--- config.mk ---
export PLATFORM = sky130hd
export DESIGN_NAME = wdh_watchdog_halt
export DESIGN_NICKNAME = d
export VERILOG_FILES = /design/src/hdl/wdh_pkg.sv /design/src/hdl/wdh_watchdog_halt.sv
export SDC_FILE = /design/constraint.sdc
export NUM_CORES = 1
export LEC_CHECK = 0
export BUFFER_PORTS_ARGS = -buffer_cell sky130_fd_sc_hd__clkbuf_2
export CELL_PAD_IN_SITES_DETAIL_PLACEMENT = 1
export CELL_PAD_IN_SITES_GLOBAL_PLACEMENT = 1
export CORE_UTILIZATION = 41
export DETAILED_ROUTE_END_ITERATION = 8
export PLACE_DENSITY = 0.89
export SLEW_MARGIN = 20
export SYNTH_ARGS = -nofsm -noshare
export SYNTH_HDL_FRONTEND = slang
export SYNTH_SLANG_ARGS = --single-unit
--- constraint.sdc ---
create_clock -name pclk -period 3.4 [get_ports pclk]
set_clock_uncertainty 0.2 [all_clocks]
set_input_delay 0.51 -clock pclk [delete_from_list [all_inputs] [get_ports pclk]]
set_output_delay 0.51 -clock pclk [all_outputs]
set_load 0.01 [all_outputs]
--- src/hdl/wdh_pkg.sv ---
package wdh_pkg;

  // Clock and timing
  localparam int unsigned CLK_PERIOD_NS = 10;
  localparam int unsigned PCLK_HZ = 100_000_000;
  localparam int unsigned SYSCLK_FAST_HZ = 12_000_000;
  localparam int unsigned SYSCLK_SLOW_HZ = 6_000_000;
  localparam int unsigned SYS_FAST_CYC = PCLK_HZ / SYSCLK_FAST_HZ;
  localparam int unsigned SYS_SLOW_CYC = PCLK_HZ / SYSCLK_SLOW_HZ;
  localparam int unsigned RC_PERIOD_NS = 31000;
  localparam int unsigned RC_CYC = RC_PERIOD_NS / CLK_PERIOD_NS;
  localparam int unsigned INSTR_DIV = 4;
  localparam int unsigned SST_TICKS = 1024;

  // Watchdog divider chain: 8 base stages plus up to 7 prescaler stages
  localparam int unsigned BASE_STAGES = 8;
  localparam int unsigned CNT_W = 15;

  // Register indices (byte address is four times the index)
  localparam logic [7:0] IDX_PRESCALE_CTRL = 8'h09;
  localparam logic [7:0] IDX_STATUS = 8'h0a;
  localparam logic [7:0] IDX_CLOCK_CTRL = 8'h10;
  localparam logic [11:0] ADDR_PRESCALE_CTRL = {2'h0, IDX_PRESCALE_CTRL, 2'h0};
  localparam logic [11:0] ADDR_STATUS = {2'h0, IDX_STATUS, 2'h0};
  localparam logic [11:0] ADDR_CLOCK_CTRL = {2'h0, IDX_CLOCK_CTRL, 2'h0};

  // Field positions and reset values
  localparam int unsigned SEL_MSB = 2;
  localparam int unsigned FLAGS_LSB = 3;
  localparam int unsigned TO_BIT = 5;
  localparam int unsigned PDF_BIT = 4;
  localparam int unsigned SCLK_BIT = 0;
  localparam logic [7:0] PRESCALE_RST = 8'h87;
  localparam logic [4:0] FLAGS_PATTERN = 5'h10;
  localparam logic SCLK_RST = 1'b1;

  // Power state
  typedef enum logic [2:0] {
    ST_RUN = 3'b001,
    ST_HALT = 3'b010,
    ST_DELAY = 3'b100
  } wdh_state_t;

endpackage : wdh_pkg

--- src/hdl/wdh_watchdog_halt.sv ---
`timescale 1ns/1ps
// Functional notes
// RULE1 - Watchdog clock: RC oscillator or instruction clock
// RULE2 - Disabled watchdog makes all its operations void
// RULE3 - RC clock first divided by 256
// RULE4 - Select bits 2..0 add 2^N division
// RULE5 - Instruction-clock watchdog may stop during halt
// RULE6 - Bits 7..3 user flags, pattern 10000 only
// RULE7 - Overflow when running: chip reset, timeout flag
// RULE8 - Overflow when halted: warm reset, timeout flag
// RULE9 - Reset pin, clear, halt clear the watchdog
// RULE10 - Single or dual clear instruction mode
// RULE11 - Halt stops system clock, RC keeps running
// RULE12 - Halt leaves registers and ports unchanged
// RULE13 - RC-clocked halt restarts watchdog from zero
// RULE14 - Halt sets powerdown flag, clears timeout flag
// RULE15 - Powerdown cleared by power-up or clear
// RULE16 - Wake on reset, interrupt, port fall, overflow
// RULE17 - Per-bit port A wake, resume next instruction
// RULE18 - Interrupt wake: vector if enabled, stack free
// RULE19 - Already pending interrupt cannot wake
// RULE20 - 1024 system clock delay after wake
// RULE21 - System clock 6 or 12 MHz, default 12
// RULE22 - RC oscillator option, runs during powerdown
// RULE23 - Timeout flag in status bit 5
// RULE24 - Powerdown flag in status bit 4
// RULE25 - Overflow one-cycle pulse, counter wraps
module wdh_watchdog_halt #(
  parameter bit WDT_ENABLE = 1'b1,       // Watchdog present
  parameter bit WDT_CLK_RC = 1'b1,       // Watchdog clocked from RC oscillator
  parameter bit RC_OSC_ENABLE = 1'b1,    // RC oscillator fitted
  parameter bit DUAL_CLEAR = 1'b0,       // Two clear instructions needed
  parameter logic [7:0] WAKE_MASK_PA = 8'hff  // Port A bits allowed to wake
) (
  input wire logic pclk,                 // Bus and logic clock
  input wire logic presetn,              // Power-up reset, active low
  input wire logic psel,                 // APB select
  input wire logic penable,              // APB enable
  input wire logic pwrite,               // APB direction
  input wire logic [11:0] paddr,         // APB byte address
  input wire logic [31:0] pwdata,        // APB write data
  output logic [31:0] prdata,            // APB read data
  output logic pready,                   // APB ready
  output logic pslverr,                  // APB error on unmapped address
  input wire logic external_reset_pin_n, // Reset pin, asynchronous
  input wire logic [7:0] port_a,         // Port A pins, asynchronous
  input wire logic watchdog_clear_single, // Single clear executed
  input wire logic watchdog_clear_first, // First of dual clear executed
  input wire logic watchdog_clear_second, // Second of dual clear executed
  input wire logic halt_exec,            // Halt instruction executed
  input wire logic [2:0] int_req,        // Interrupt request flags
  input wire logic [2:0] int_enable,     // Per-source interrupt enables
  input wire logic int_global_en,        // Master interrupt enable
  input wire logic stack_full,           // Stack has no free level
  output logic chip_reset,               // Full chip reset request
  output logic warm_reset,               // Reset of program counter and stack pointer
  output logic core_run,                 // Core may execute
  output logic halted,                   // Device in power-down
  output logic resume_next,              // Resume at instruction after halt
  output logic take_interrupt,           // Take interrupt vector after wake
  output logic wdt_overflow,             // Watchdog overflow pulse
  output logic timeout_flag,             // Timeout status flag
  output logic powerdown_flag,           // Powerdown status flag
  output logic sysclk_select_bit         // 1 selects 12 MHz system clock
);

  localparam bit RC_SRC = WDT_CLK_RC && RC_OSC_ENABLE;

  wdh_pkg::wdh_state_t state_ff, nxt_state;
  logic rst_meta_ff, rst_sync_ff;
  logic [7:0] pa_meta_ff, pa_sync_ff, pa_prev_ff;
  logic [4:0] sys_div_ff;
  logic [1:0] instr_div_ff;
  logic [11:0] rc_div_ff;
  logic [wdh_pkg::CNT_W-1:0] wdt_cnt_ff;
  logic got_first_ff, got_second_ff;
  logic to_ff, pdf_ff;
  logic [7:0] prescale_ff;
  logic sclk_ff;
  logic [2:0] int_at_halt_ff;
  logic woke_int_ff, woke_port_ff;
  logic [10:0] sst_cnt_ff;
  logic [31:0] prdata_ff;

  // Reset pin and port A pass two flops before use
  always_ff @(posedge pclk or negedge presetn) begin
    if (!presetn) begin
      rst_meta_ff <= 1'b1;
      rst_sync_ff <= 1'b1;
      pa_meta_ff <= 8'hff;
      pa_sync_ff <= 8'hff;
      pa_prev_ff <= 8'hff;
    end else begin
      rst_meta_ff <= external_reset_pin_n;
      rst_sync_ff <= rst_meta_ff;
      pa_meta_ff <= port_a;
      pa_sync_ff <= pa_meta_ff;
      pa_prev_ff <= pa_sync_ff;
    end
  end

  wire rst_pin_low = !rst_sync_ff;
  wire st_run = (state_ff == wdh_pkg::ST_RUN);
  wire st_halt = (state_ff == wdh_pkg::ST_HALT);
  wire st_delay = (state_ff == wdh_pkg::ST_DELAY);

  // System clock model: stopped while halted
  wire [4:0] sys_div_last = sclk_ff ? 5'(wdh_pkg::SYS_FAST_CYC - 1) :
                                      5'(wdh_pkg::SYS_SLOW_CYC - 1);  // RULE21
  wire sys_run = !st_halt;  // RULE11
  wire sys_tick = sys_run && (sys_div_ff >= sys_div_last);
  wire instr_tick = sys_tick && (instr_div_ff == 2'(wdh_pkg::INSTR_DIV - 1));
  wire rc_tick = RC_OSC_ENABLE && (rc_div_ff == 12'(wdh_pkg::RC_CYC - 1));  // RULE22
  wire wdt_tick = WDT_ENABLE && (RC_SRC ? rc_tick : instr_tick);  // RULE1 RULE5

  // Clock dividers; the RC oscillator is free running
  always_ff @(posedge pclk or negedge presetn) begin
    if (!presetn) begin
      sys_div_ff <= 5'h00;
      instr_div_ff <= 2'h0;
      rc_div_ff <= 12'h000;
    end else begin
      sys_div_ff <= !sys_run ? sys_div_ff : (sys_tick ? 5'h00 : sys_div_ff + 5'h01);
      instr_div_ff <= sys_tick ? instr_div_ff + 2'h1 : instr_div_ff;
      rc_div_ff <= rc_tick ? 12'h000 : rc_div_ff + 12'h001;
    end
  end

  // Terminal count: 256 base times 2^N prescale
  wire [2:0] prescale_sel = prescale_ff[wdh_pkg::SEL_MSB:0];  // RULE4
  wire [3:0] term_shift = 4'(wdh_pkg::BASE_STAGES) + {1'b0, prescale_sel};  // RULE3
  wire [15:0] term_one = 16'h0001 << term_shift;
  wire [wdh_pkg::CNT_W-1:0] wdt_term = 15'(term_one - 16'h0001);
  assign wdt_overflow = wdt_tick && (wdt_cnt_ff == wdt_term);  // RULE25

  // Clear instruction decoding, single or dual mode
  wire clr_single = WDT_ENABLE && !DUAL_CLEAR && watchdog_clear_single;
  wire have_first = got_first_ff || watchdog_clear_first;
  wire have_second = got_second_ff || watchdog_clear_second;
  wire clr_dual = WDT_ENABLE && DUAL_CLEAR && have_first && have_second;
  wire wdt_clear_instr = clr_single || clr_dual;  // RULE10 RULE2
  wire halt_enter = halt_exec && st_run;
  wire wdt_clear = wdt_clear_instr || halt_enter || rst_pin_low;  // RULE9 RULE13

  // Watchdog counter, wraps after overflow
  always_ff @(posedge pclk or negedge presetn) begin
    if (!presetn) begin
      wdt_cnt_ff <= '0;
    end else if (wdt_clear || wdt_overflow) begin
      wdt_cnt_ff <= '0;  // RULE9 RULE25
    end else if (wdt_tick) begin
      wdt_cnt_ff <= wdt_cnt_ff + 15'h0001;
    end
  end

  // Dual clear bookkeeping
  always_ff @(posedge pclk or negedge presetn) begin
    if (!presetn) begin
      got_first_ff <= 1'b0;
      got_second_ff <= 1'b0;
    end else begin
      got_first_ff <= DUAL_CLEAR && WDT_ENABLE && have_first && !clr_dual && !rst_pin_low;
      got_second_ff <= DUAL_CLEAR && WDT_ENABLE && have_second && !clr_dual && !rst_pin_low;
    end
  end

  // Wake sources while halted
  wire [2:0] int_fresh = int_req & ~int_at_halt_ff;  // RULE19
  wire int_wake = st_halt && (|int_fresh);
  wire [7:0] pa_fall = pa_prev_ff & ~pa_sync_ff & WAKE_MASK_PA;  // RULE17
  wire port_wake = st_halt && (|pa_fall);
  wire ovf_wake = st_halt && wdt_overflow;
  wire any_wake = int_wake || port_wake || ovf_wake || (st_halt && rst_pin_low);  // RULE16
  wire sst_done = sys_tick && (sst_cnt_ff == 11'(wdh_pkg::SST_TICKS - 1));
  wire int_taken = |(int_fresh & int_enable);

  // Power state sequencing
  always_comb begin
    nxt_state = state_ff;
    unique case (state_ff)
      wdh_pkg::ST_RUN: begin
        if (rst_pin_low || wdt_overflow) begin
          nxt_state = wdh_pkg::ST_DELAY;  // RULE7
        end else if (halt_exec) begin
          nxt_state = wdh_pkg::ST_HALT;
        end
      end
      wdh_pkg::ST_HALT: begin
        if (any_wake) begin
          nxt_state = wdh_pkg::ST_DELAY;  // RULE16
        end
      end
      wdh_pkg::ST_DELAY: begin
        if (sst_done && !rst_pin_low) begin
          nxt_state = wdh_pkg::ST_RUN;  // RULE20
        end
      end
      default: nxt_state = wdh_pkg::ST_DELAY;
    endcase
  end

  // State, wake cause and start-up delay counter
  always_ff @(posedge pclk or negedge presetn) begin
    if (!presetn) begin
      state_ff <= wdh_pkg::ST_DELAY;
      sst_cnt_ff <= 11'h000;
      int_at_halt_ff <= 3'h0;
      woke_int_ff <= 1'b0;
      woke_port_ff <= 1'b0;
    end else begin
      state_ff <= nxt_state;
      if (!st_delay || rst_pin_low) begin
        sst_cnt_ff <= 11'h000;
      end else if (sys_tick) begin
        sst_cnt_ff <= sst_cnt_ff + 11'h001;  // RULE20
      end
      if (halt_enter) begin
        int_at_halt_ff <= int_req;  // RULE19
      end
      if (st_halt && any_wake) begin
        woke_int_ff <= int_wake && !ovf_wake && !rst_pin_low;
        woke_port_ff <= port_wake && !int_wake && !ovf_wake && !rst_pin_low;
      end else if (st_run || rst_pin_low) begin
        woke_int_ff <= 1'b0;
        woke_port_ff <= 1'b0;
      end
      if (st_halt && any_wake && int_wake) begin
        int_at_halt_ff <= int_at_halt_ff;
      end
    end
  end

  // Reset requests and resume decisions
  assign chip_reset = rst_pin_low || (st_run && wdt_overflow);  // RULE7
  assign warm_reset = ovf_wake;  // RULE8
  assign core_run = st_run;
  assign halted = st_halt;  // RULE12
  wire resume_edge = st_delay && sst_done && !rst_pin_low;
  wire int_vector = int_global_en && int_taken && !stack_full;  // RULE18
  assign take_interrupt = resume_edge && woke_int_ff && int_vector;
  assign resume_next = resume_edge && (woke_port_ff || (woke_int_ff && !int_vector));  // RULE17

  // Status flags; a timeout set wins over any clear
  always_ff @(posedge pclk or negedge presetn) begin
    if (!presetn) begin
      to_ff <= 1'b0;
      pdf_ff <= 1'b0;
    end else begin
      if (wdt_overflow) begin
        to_ff <= 1'b1;  // RULE7 RULE8 RULE15
      end else if (wdt_clear_instr || halt_enter || (st_halt && rst_pin_low)) begin
        to_ff <= 1'b0;  // RULE23
      end
      if (halt_enter) begin
        pdf_ff <= 1'b1;  // RULE14
      end else if (wdt_clear_instr || (st_halt && rst_pin_low)) begin
        pdf_ff <= 1'b0;  // RULE15
      end
    end
  end
  assign timeout_flag = to_ff;
  assign powerdown_flag = pdf_ff;

  // APB decode
  wire apb_setup = psel && !penable;
  wire apb_write = psel && penable && pwrite;
  wire hit_prescale = (paddr == wdh_pkg::ADDR_PRESCALE_CTRL);
  wire hit_status = (paddr == wdh_pkg::ADDR_STATUS);
  wire hit_clock = (paddr == wdh_pkg::ADDR_CLOCK_CTRL);
  wire hit_any = hit_prescale || hit_status || hit_clock;
  wire flags_ok = (pwdata[7:wdh_pkg::FLAGS_LSB] == wdh_pkg::FLAGS_PATTERN);
  // Flags are widened before shifting so that no bit is lost
  wire [7:0] status_rd = ({7'h00, to_ff} << wdh_pkg::TO_BIT) |
                         ({7'h00, pdf_ff} << wdh_pkg::PDF_BIT);  // RULE23 RULE24
  wire [7:0] clock_rd = {7'h00, sclk_ff} << wdh_pkg::SCLK_BIT;
  wire [7:0] rd_mux = hit_prescale ? prescale_ff :
                      hit_status ? status_rd :
                      hit_clock ? clock_rd : 8'h00;
  assign pready = 1'b1;
  assign pslverr = psel && penable && !hit_any;
  assign prdata = prdata_ff;

  // Writable registers; reset pin restores the prescale control
  always_ff @(posedge pclk or negedge presetn) begin
    if (!presetn) begin
      prescale_ff <= wdh_pkg::PRESCALE_RST;
      sclk_ff <= wdh_pkg::SCLK_RST;
      prdata_ff <= 32'h0000_0000;
    end else begin
      if (rst_pin_low) begin
        prescale_ff <= wdh_pkg::PRESCALE_RST;
      end else if (apb_write && hit_prescale) begin
        prescale_ff[wdh_pkg::SEL_MSB:0] <= pwdata[wdh_pkg::SEL_MSB:0];
        if (flags_ok) begin
          prescale_ff[7:wdh_pkg::FLAGS_LSB] <= pwdata[7:wdh_pkg::FLAGS_LSB];  // RULE6
        end
      end
      if (apb_write && hit_clock) begin
        sclk_ff <= pwdata[wdh_pkg::SCLK_BIT];  // RULE21
      end
      if (apb_setup && !pwrite) begin
        prdata_ff <= {24'h000000, rd_mux};
      end
    end
  end
  assign sysclk_select_bit = sclk_ff;
endmodule : wdh_watchdog_halt

==> flow_summary.json, run 1 <==
{
  "grt.overflow.total": 0,
  "grt_pass1_wl_mm": 16.92,
  "cts_max_level": 3,
  "fillers": 1225,
  "peakVddDrop_v": 0.0002575,
  "p_sw_frac": 0.2880,
  "coreArea_um2": 10840,
  "pin_count": 114,
  "port-buffer-count": 62,
  "path_max_fanout": 5,
  "critPathRequiredTime_ps": 2690,
  "path_cells": "ha_2 > or4bb_1 > nor3_1 > nand4_1 > nor4_2 > clkbuf_2",
  "async_reset_ff_frac": 1.000,
  "min_from": "external_reset_pin_n",
  "cts_buffers": 9,
  "drcViolationCount": 0,
  "powerDensity_nw_per_um2": 437.6,
  "setup_viol": 0,
  "synth_top_flop_cell": "dfrtp_1",
  "outcome": "finished, final reports clean",
  "clkSinkCount": 96,
  "syn_avg_cell_area_um2": 10.48,
  "yosys-top-cells-area": "dfrtp_1 (35%), dfstp_2 (18%), nand2_1 (4.2%)",
  "cts.clk_slew.worst_paths_ps": 100,
  "whs_ps": 30.57,
  "yosys_warnings": 0,
  "hold_class": "input pin to register",
  "power.combinational.fraction": 0.121,
  "start_util": 0.4226,
  "cts_tree": "done",
  "internal-power_mw": 1.649,
  "die_w_um": 107.7,
  "grt_pass1_vias": 3631,
  "synth_commonest_cells": "dfrtp_1 (64), nand2_1 (51), nor2_1 (39)",
  "fin_crit_sh": 0.9652,
  "clk_latency_ps": 380,
  "viasPerCell": 5.223,
  "seq_power_share": 0.546,
  "hold_viol_final": 0,
  "fmax_mhz": 304.7,
  "critPathCaptureType": "output pin",
  "drive_gt1_frac": 0.2819,
  "drv_cap": 0,
  "max_slew_margin": 0.5071,
  "finalCriticalPeriod_ps": 3282,
  "wirelength_mm": 10.18,
  "crit_type": "register to output pin",
  "dr.pass1.iters": 4,
  "p_leak_nw": 2.413,
  "die_h_um": 107.7,
  "rsz0062_at_grt": "yes",
  "synth.distinct_cells": 63,
  "gp_congestion": 0.7421,
  "synth_seq_cells": 96,
  "syn_area_um2": 4581,
  "ys_seq_area_frac": 0.5332,
  "total_power_mw": 2.316,
  "finalNetCount": 588,
  "startpoint": "rc_div_ff[0]",
  "start_kind": "register",
  "grt_max_degree": 81,
  "diodes": 0,
  "rows": 38,
  "antenna_left": 0,
  "clockBufferDepth": 2,
  "clockRootBuffer": "clkbuf_8",
  "synthMostInstantiatedCell": "dfrtp_1",
  "via_count": 3437,
  "reg2reg_from": "state_ff[2]",
  "netlist.area_leader.share": 0.3496,
  "avgRoutedWirePerCell_um": 15.47,
  "max_stage_delay_ps": 480,
  "power.share.clock": 0.333,
  "p_switching_uw": 667.1,
  "drv_slew": 0,
  "tightestPinTransition_ps": 732.6,
  "dp_hpwl_mm": 7.385,
  "synth_edf_count": 0,
  "critPathSlowestCell": "or4bb_1",
  "yosys.area.top_type": "dfrtp_1",
  "worst_ep_arrival_time_ps": 2570,
  "area_delta_synth_final_pct": 15.54,
  "die_area_um2": 11600,
  "synthCells": 437,
  "antenna_found_initial": 0,
  "grt_usage": 0.1885,
  "first_iter_violations": 135
}
metal layers:
| metal | GRT usage | vias up | share of wire |
|---|---|---|---|
| met5 | 0 | - | 0 |
| met4 | 0.06164 | 0 | 0.015 |
| met3 | 0.04600 | 12 | 0.046 |
| met2 | 0.3402 | 95 | 0.52 |
| met1 | 0.2172 | 1716 | 0.42 |
| li1 | - | 1614 | - |
registers in the layout, summed over array words and instances, names as in the netlist, 3 cells and up:
name	count
int_at_halt_ff	3
pa_meta_ff	8
pa_prev_ff	8
pa_sync_ff	8
prdata	8
prescale_ff	8
rc_div_ff	12
sst_cnt_ff	11
state_ff	3
sys_div_ff	5
wdt_cnt_ff	15
kinds of logic after synthesis:
logic type	after synthesis	synth area share
other cells	2	0.001640
compound gates	43	0.06365
buf+inv	54	0.07047
simple gates	195	0.2338
mux	8	0.01857
fa+ha+maj	5	0.01366
flops	96	0.5332
xor+xnor	34	0.06501
area by class of cell:
class	instances	area, um2	area share
Sequential cell	96	2444	0.4617
Multi-Input combinational cell	310	1914	0.3617
Timing Repair Buffer	81	498.0	0.09409
Tap cell	140	175.2	0.03310
Clock buffer	10	148.9	0.02813
Clock inverter	6	56.30	0.01064
Inverter	15	56.30	0.01064
power by group through the flow:
stage                     registers (mW)  logic (mW)  clock network, mW
after global routing                1.27       0.320              0.839
after floorplan                     1.27       0.185                  0
final                               1.26       0.281              0.772
after global placement              1.27       0.251                  0
after CTS                           1.26       0.281              0.794
after detailed placement            1.28       0.271                  0
worst max-delay path: cells and delay by family (launching register included):
kind                     cells  cell delay, ps
flip-flops                   1             420
buffers and inverters        1             220
adder cells (fa/ha/maj)      1             260
AND/OR/NAND/NOR              4            1290
placed cells by master (no fill, tap or decap), types with 5 or more instances in the layout:
master,instances
a21oi_1,7
and2_1,5
and3_1,7
buf_4,10
clkbuf_2,61
clkbuf_8,9
conb_1,25
dfrtp_1,63
dfstp_2,32
dlygate4sd3_1,9
inv_1,13
nand2_1,51
nand3_1,16
nand4_1,8
nor2_1,39
nor2b_1,5
nor3_1,16
nor3_2,6
nor4_1,8
o21ai_0,6
xnor2_1,20
xor2_1,14
metrics by stage:
| step | std cells | setup TNS (ps) | setup WS [ps] | cell area [um2] | utilization |
|---|---|---|---|---|---|
| after floorplan | 460 | 0 | 658.9 | 4667 | - |
| after global placement | 631 | 0 | 440.6 | 4949 | 0.4565 |
| after detailed placement | 631 | 0 | 395.7 | 4949 | 0.4565 |
| after CTS | 655 | 0 | 76.95 | 5244 | 0.4837 |
| after global routing | 658 | -37.02 | -37.02 | 5293 | 0.4882 |
| final | 658 | 0 | 118.4 | 5293 | 0.4882 |
final timing paths:
path	to	cells past startpoint	slack (ps)
max	warm_reset	6	120
min	rst_meta_ff	1	30
max reg2reg	wdt_cnt_ff[14]	8	810
min reg2reg	pa_sync_ff[4]	0	160
max in group asynchronous	pa_prev_ff[4]	4	1710
min in group asynchronous	rc_div_ff[6]	2	370
what timing repair did:
action,4_1_cts,5_1_grt
pin swaps,0,2
gates resized for setup,2,2
endpoints found under the hold margin,8,24
endpoints found under the setup margin,2,3
hold buffers,8,1
buffers inserted,0,1
(Power assumes the default switching activity.)
==> inputs of run 2 (changes only) <==
--- a/config.mk
+++ b/config.mk
@@ -5,10 +5,11 @@
 export SDC_FILE = /design/constraint.sdc
 export NUM_CORES = 1
 export LEC_CHECK = 0
-export BUFFER_PORTS_ARGS = -buffer_cell sky130_fd_sc_hd__clkbuf_2
+export ABC_AREA = 1
+export BUFFER_PORTS_ARGS = -buffer_cell sky130_fd_sc_hd__buf_2
 export CELL_PAD_IN_SITES_DETAIL_PLACEMENT = 1
 export CELL_PAD_IN_SITES_GLOBAL_PLACEMENT = 1
-export CORE_UTILIZATION = 41
+export CORE_UTILIZATION = 40
 export DETAILED_ROUTE_END_ITERATION = 8
 export PLACE_DENSITY = 0.89
 export SLEW_MARGIN = 20
==> flow_summary.json, run 2 <==
{
  "critPathRequiredTime_ps": 2690,
  "grt_usage": 0.2040,
  "wirelength_mm": 11.90,
  "tns_ps": 0,
  "dr.pass1.iters": 4,
  "hold_viol_final": 0,
  "clockRootBuffer": "clkbuf_16",
  "synth_commonest_cells": "nand2_1 (97), inv_1 (89), dfrtp_1 (64)",
  "reg2reg_from": "state_ff[2]",
  "peakVddDrop_v": 0.0002101,
  "ff_latch_area_um2": 2442,
  "via_count": 4014,
  "synth_edf_count": 0,
  "die_w_um": 113.4,
  "fillers": 1490,
  "outcome": "finished, final reports clean",
  "grt_pass1_vias": 4370,
  "total_power_mw": 2.540,
  "startpoint": "state_ff[2]",
  "start_util": 0.4114,
  "critPathCaptureType": "output pin",
  "stdcell_count": 818,
  "netlist.area_leader.share": 0.3227,
  "hold_class": "input pin to async pin",
  "rows": 40,
  "powerDensity_nw_per_um2": 449.1,
  "crit_type": "register to output pin",
  "worst_ep_arrival_time_ps": 2110,
  "finalCriticalPeriod_ps": 2822,
  "yosys-top-cells-area": "dfrtp_1 (32%), dfstp_2 (17%), nand2_1 (7.3%)",
  "dp_hpwl_mm": 9.200,
  "dp.cells": 802,
  "cts_max_level": 3,
  "first_iter_violations": 164,
  "synthCells": 577,
  "drcViolationCount": 0,
  "mostFrequentLayoutCell": "nand2_1",
  "clockBufferDepth": 2,
  "grt_max_degree": 57,
  "drive_gt1_frac": 0.2415,
  "max_slew_margin": 0.5124,
  "clk_latency_ps": 360,
  "gp_congestion": 0.8295,
  "pin_count": 114,
  "start_kind": "register",
  "cts_resized": 0,
  "syn_area_um2": 4962,
  "async_reset_ff_frac": 1.000,
  "port-buffer-count": 62,
  "drv_cap": 0,
  "p_leak_nw": 2.732,
  "yosys_warnings": 0,
  "diodes": 0,
  "grt_pass1_wl_mm": 20.36,
  "yosys.area.top_type": "dfrtp_1",
  "fin_crit_sh": 0.8301,
  "fmax_mhz": 354.3,
  "avgRoutedWirePerCell_um": 14.55,
  "viasPerCell": 4.907,
  "largest_register_ffs": 15,
  "grt.overflow.total": 0,
  "cts_buffers": 9,
  "setup_viol": 0,
  "regMostFlops": "wdt_cnt_ff",
  "synthMostInstantiatedCell": "nand2_1",
  "drv_slew": 0,
  "die_area_um2": 12860,
  "synth_top_flop_cell": "dfrtp_1",
  "multiInputGateArea_um2": 2024,
  "clkSinkCount": 96,
  "area_delta_synth_final_pct": 13.99,
  "die_h_um": 113.4,
  "cts_tree": "done",
  "mostFrequentLayoutCells": "nand2_1 (97), inv_1 (89), dfrtp_1 (64), nor2_1 (61), buf_2 (61)",
  "syn_avg_cell_area_um2": 8.600,
  "finalNetCount": 720,
  "ys_seq_area_frac": 0.4922,
  "coreArea_um2": 12060,
  "antenna_found_initial": 0,
  "antenna_left": 0,
  "rsz0062_at_grt": "no",
  "synth_seq_cells": 96,
  "path_max_fanout": 11,
  "synth.distinct_cells": 41,
  "tightestPinTransition_ps": 731.5,
  "reg_top3": "wdt_cnt_ff x15, rc_div_ff x12, sst_cnt_ff x11",
  "postCtsSetupRepairBufs": 0,
  "post-route-util": 0.4690,
  "cts.clk_slew.worst_paths_ps": 70,
  "hold_buffers": 0
}
-- run 2: layout make-up --
type	count	area share
clock inverters	6	0.008848
flip-flops and latches	96	0.4318
well taps	168	0.03716
clock buffers	10	0.04048
inverters	94	0.06238
repair buffers	65	0.06149
multi-input cells	379	0.3579
-- run 2: power breakdown --
| part | internal [mW] | total (mW) | switching, mW |
|---|---|---|---|
| clock network | 0.509 | 0.978 | 0.469 |
| registers | 1.22 | 1.26 | 0.0454 |
| logic | 0.102 | 0.300 | 0.198 |
| total | 1.83 | 2.54 | 0.712 |
-- run 2: kinds of logic after synthesis --
family,count (synthesis),share of synthesized area
adders and majority gates,5,0.01261
and+or+nand+nor,262,0.2564
muxes,4,0.009077
xor gates and xnor gates,20,0.03530
other,2,0.001513
AOI/OAI and AO/OA,63,0.07564
buffers and inverters,125,0.1172
DFF,96,0.4922
-- run 2: path summary, 6_finish.rpt --
check	slack, ps	to	cells after the start
max in group asynchronous	2240	prescale_ff[7]	2
max reg2reg	1220	sst_cnt_ff[5]	8
max	580	take_interrupt	10
min in group pclk	40	pa_meta_ff[0]	1
min reg2reg	160	pa_sync_ff[2]	0
min	20	state_ff[0]	1
-- run 2: routing by layer --
layer	wire length (um)	global-route usage	vias up
li1	-	-	1927
met4	387	0.1132	0
met3	516	0.03826	33
met5	0	0	-
met2	6045	0.3546	103
met1	4949	0.2382	1951
-- run 2: per-stage QoR --
step | setup slack, ps | hold WS (ps) | area (um2)
after floorplan | 1195 | 14.41 | 5049
after global placement | 1007 | 146.1 | 5378
after detailed placement | 965.2 | 147.5 | 5378
after CTS | 549.3 | 29.19 | 5657
after global routing | 391.4 | 36.06 | 5657
final | 577.6 | 16.46 | 5657
-- run 2: critical path: stages (launching register included) --
cell	delay (ps)
dfstp_2	570
nor3_1	60
buf_4	180
inv_1	230
nand2_4	130
nor2_4	110
nand2_1	80
nor2_2	120
nand2_1	60
nor2_1	80
buf_2	130
==> inputs of run 3 (changes only) <==
--- a/config.mk
+++ b/config.mk
@@ -5,13 +5,13 @@
 export SDC_FILE = /design/constraint.sdc
 export NUM_CORES = 1
 export LEC_CHECK = 0
-export ABC_AREA = 1
+export ABC_AREA = 0
 export BUFFER_PORTS_ARGS = -buffer_cell sky130_fd_sc_hd__buf_2
 export CELL_PAD_IN_SITES_DETAIL_PLACEMENT = 1
 export CELL_PAD_IN_SITES_GLOBAL_PLACEMENT = 1
-export CORE_UTILIZATION = 40
+export CORE_UTILIZATION = 37
 export DETAILED_ROUTE_END_ITERATION = 8
-export PLACE_DENSITY = 0.89
+export PLACE_DENSITY = 0.85
 export SLEW_MARGIN = 20
 export SYNTH_ARGS = -nofsm -noshare
 export SYNTH_HDL_FRONTEND = slang
==> constraint.sdc (replaced) <==
create_clock -name pclk -period 2.3 [get_ports pclk]
set_clock_uncertainty 0.2 [all_clocks]
set_input_delay 0.345 -clock pclk [delete_from_list [all_inputs] [get_ports pclk]]
set_output_delay 0.345 -clock pclk [all_outputs]
set_load 0.01 [all_outputs]
==> flow_summary.json, run 3 (synthesis gave the netlist of run 1 again) <==
{
  "rr_endpoint": "wdt_cnt_ff[11]",
  "cts_buffers": 9,
  "cp-endpoint": "warm_reset",
  "finalNetCount": 646,
  "rsz0062_at_grt": "yes",
  "viasPerCell": 4.987,
  "seq_power_share": 0.489,
  "grt_usage": 0.2060,
  "area_delta_synth_final_pct": 33.79,
  "grt_pass1_vias": 4155,
  "clk_latency_ps": 350,
  "crit_type": "register to output pin",
  "worst_ep_arrival_time_ps": 2280,
  "die_h_um": 113.3,
  "peakVddDrop_v": 0.0005788,
  "crit_cells": 7,
  "dr.pass1.iters": 4,
  "fmax_mhz": 354.1,
  "largest_register_ffs": 15,
  "fin_crit_sh": 1.228,
  "r2r_cells": 9,
  "first_iter_violations": 118,
  "outcome": "finished, violations left",
  "cp_common_cell": "buf_4",
  "max_slew_margin": 0.6283,
  "grt_pass1_wl_mm": 20.49,
  "critPathSlowestCell": "nor4_1",
  "drv_slew": 0,
  "path_max_fanout": 5,
  "regMostFlops": "wdt_cnt_ff",
  "critPathCaptureType": "output pin",
  "hold_class": "input pin to register",
  "drive_gt1_frac": 0.4063,
  "setup_viol": 24,
  "whs_ps": 34.77,
  "via_count": 3710,
  "finalCriticalPeriod_ps": 2824,
  "cts_max_level": 3,
  "wirelength_mm": 12.45,
  "startpoint": "prescale_ff[2]",
  "drcViolationCount": 0,
  "rows": 40,
  "dp_hpwl_mm": 8.656,
  "hold_viol_final": 0,
  "postLayoutSetupSlackWorst_ps": -524.0,
  "place_area_um2": 5349,
  "powerDensity_nw_per_um2": 620.6,
  "clkSinkCount": 96,
  "fillers": 1336,
  "reg_top3": "wdt_cnt_ff x15, rc_div_ff x12, sst_cnt_ff x11",
  "path_delay_family": "simple AND/OR/NAND/NOR gates",
  "internal-power_mw": 2.739,
  "antenna_left": 0,
  "start_kind": "register",
  "cts.clk_slew.worst_paths_ps": 70,
  "coreArea_um2": 12060,
  "die_w_um": 113.3,
  "path_cells": "buf_4 > buf_4 > nor4_1 > a31oi_4 > buf_4 > nor4_4 > buf_2",
  "drv_cap": 0,
  "max_stage_delay_ps": 460,
  "cts_tree": "done",
  "antenna_found_initial": 0,
  "critPathRequiredTime_ps": 1750,
  "power.share.clock": 0.390,
  "dp_slack_ps": -191.4,
  "tightestPinTransition_ps": 554.2,
  "start_util": 0.3798,
  "p_switching_mw": 1.064,
  "total_power_mw": 3.804,
  "p_sw_frac": 0.2798,
  "power.combinational.fraction": 0.121,
  "port-buffer-count": 62,
  "r2r_slack_ps": -370,
  "clockBufferDepth": 2,
  "avgRoutedWirePerCell_um": 16.73,
  "pin_count": 114,
  "cp.buffers_inverters": 4,
  "die_area_um2": 12830,
  "mostFrequentLayoutCell": "dfrtp_1",
  "violations": "negative setup slack",
  "clockRootBuffer": "clkbuf_16",
  "fin_area_um2": 6128,
  "p_leak_nw": 2.892,
  "post-route-util": 0.5081,
  "gp_congestion": 0.7770,
  "diodes": 0,
  "mostFrequentLayoutCells": "dfrtp_1 (64), buf_2 (60), buf_4 (57), nand2_1 (48), nor2_1 (36)",
  "grt_max_degree": 48,
  "reg2reg_from": "rc_div_ff[7]",
  "grt.overflow.total": 0
}
run 3: changes by cell type in the layout (fill, tap and decap cells not counted), sizes merged, moves of 8 or more:
| cell | previous run | this run |
|---|---|---|
| inv | 98 | 17 |
| buf | 65 | 128 |
| nand2 | 110 | 52 |
| nor2 | 74 | 39 |
| o21ai | 38 | 8 |
| nand3 | 36 | 16 |
| xnor2 | 3 | 20 |
| nand4 | 19 | 8 |
| dlygate4sd3 | 0 | 10 |
| nor4 | 2 | 10 |
run 3: power by group through the flow:
stage / Clock, mW / Sequential [mW] / Combinational (mW)
floorplan: 0 / 1.88 / 0.284
global placement: 0 / 1.88 / 0.391
detailed placement: 0 / 1.90 / 0.422
CTS: 1.52 / 1.87 / 0.444
global route: 1.58 / 1.87 / 0.510
finish: 1.48 / 1.86 / 0.459
run 3: how the worst min path moves through the flow:
stage	slack (ps)	start	cells after the start	to
global placement	70	presetn	1	int_at_halt_ff[2]
floorplan	-150	presetn	0	int_at_halt_ff[0]
finish	30	int_req[2]	2	int_at_halt_ff[2]
detailed placement	90	presetn	1	int_at_halt_ff[2]
global route	30	int_req[2]	2	int_at_halt_ff[2]
CTS	20	int_req[2]	2	int_at_halt_ff[2]
run 3: what timing repair did:
action,4_1_cts,5_1_grt
resized for setup,34,18
hold endpoints to repair,24,0
hold buffers,10,0
pin swaps,16,6
cloned,0,1
buffers inserted,15,8
endpoints found under the setup margin,20,34
run 3: layout make-up:
type / count / area [um2] / share of cell area
clock buffer: 9 / 225.2 / 0.03675
clock inverter: 7 / 65.06 / 0.01062
inverter: 15 / 62.56 / 0.01021
multi-input combinational: 310 / 2133 / 0.3481
sequential: 96 / 2442 / 0.3985
tap: 168 / 210.2 / 0.03430
timing repair buffer: 139 / 989.7 / 0.1615
run 3: routing by layer:
metal	track usage	up-vias	part of all wire
li1	-	1736	-
met5	0	-	0
met4	0.08421	0	0.026
met2	0.3812	113	0.54
met3	0.04821	27	0.044
met1	0.2259	1834	0.39
run 3: metrics by stage:
step           instances  TNS [ps]
2_1_floorplan        460    -36.75
4_1_cts              739     -5576
3_3_place_gp         699    -234.7
6_report             744     -5124
3_5_place_dp         699    -919.3
5_1_grt              744     -7219
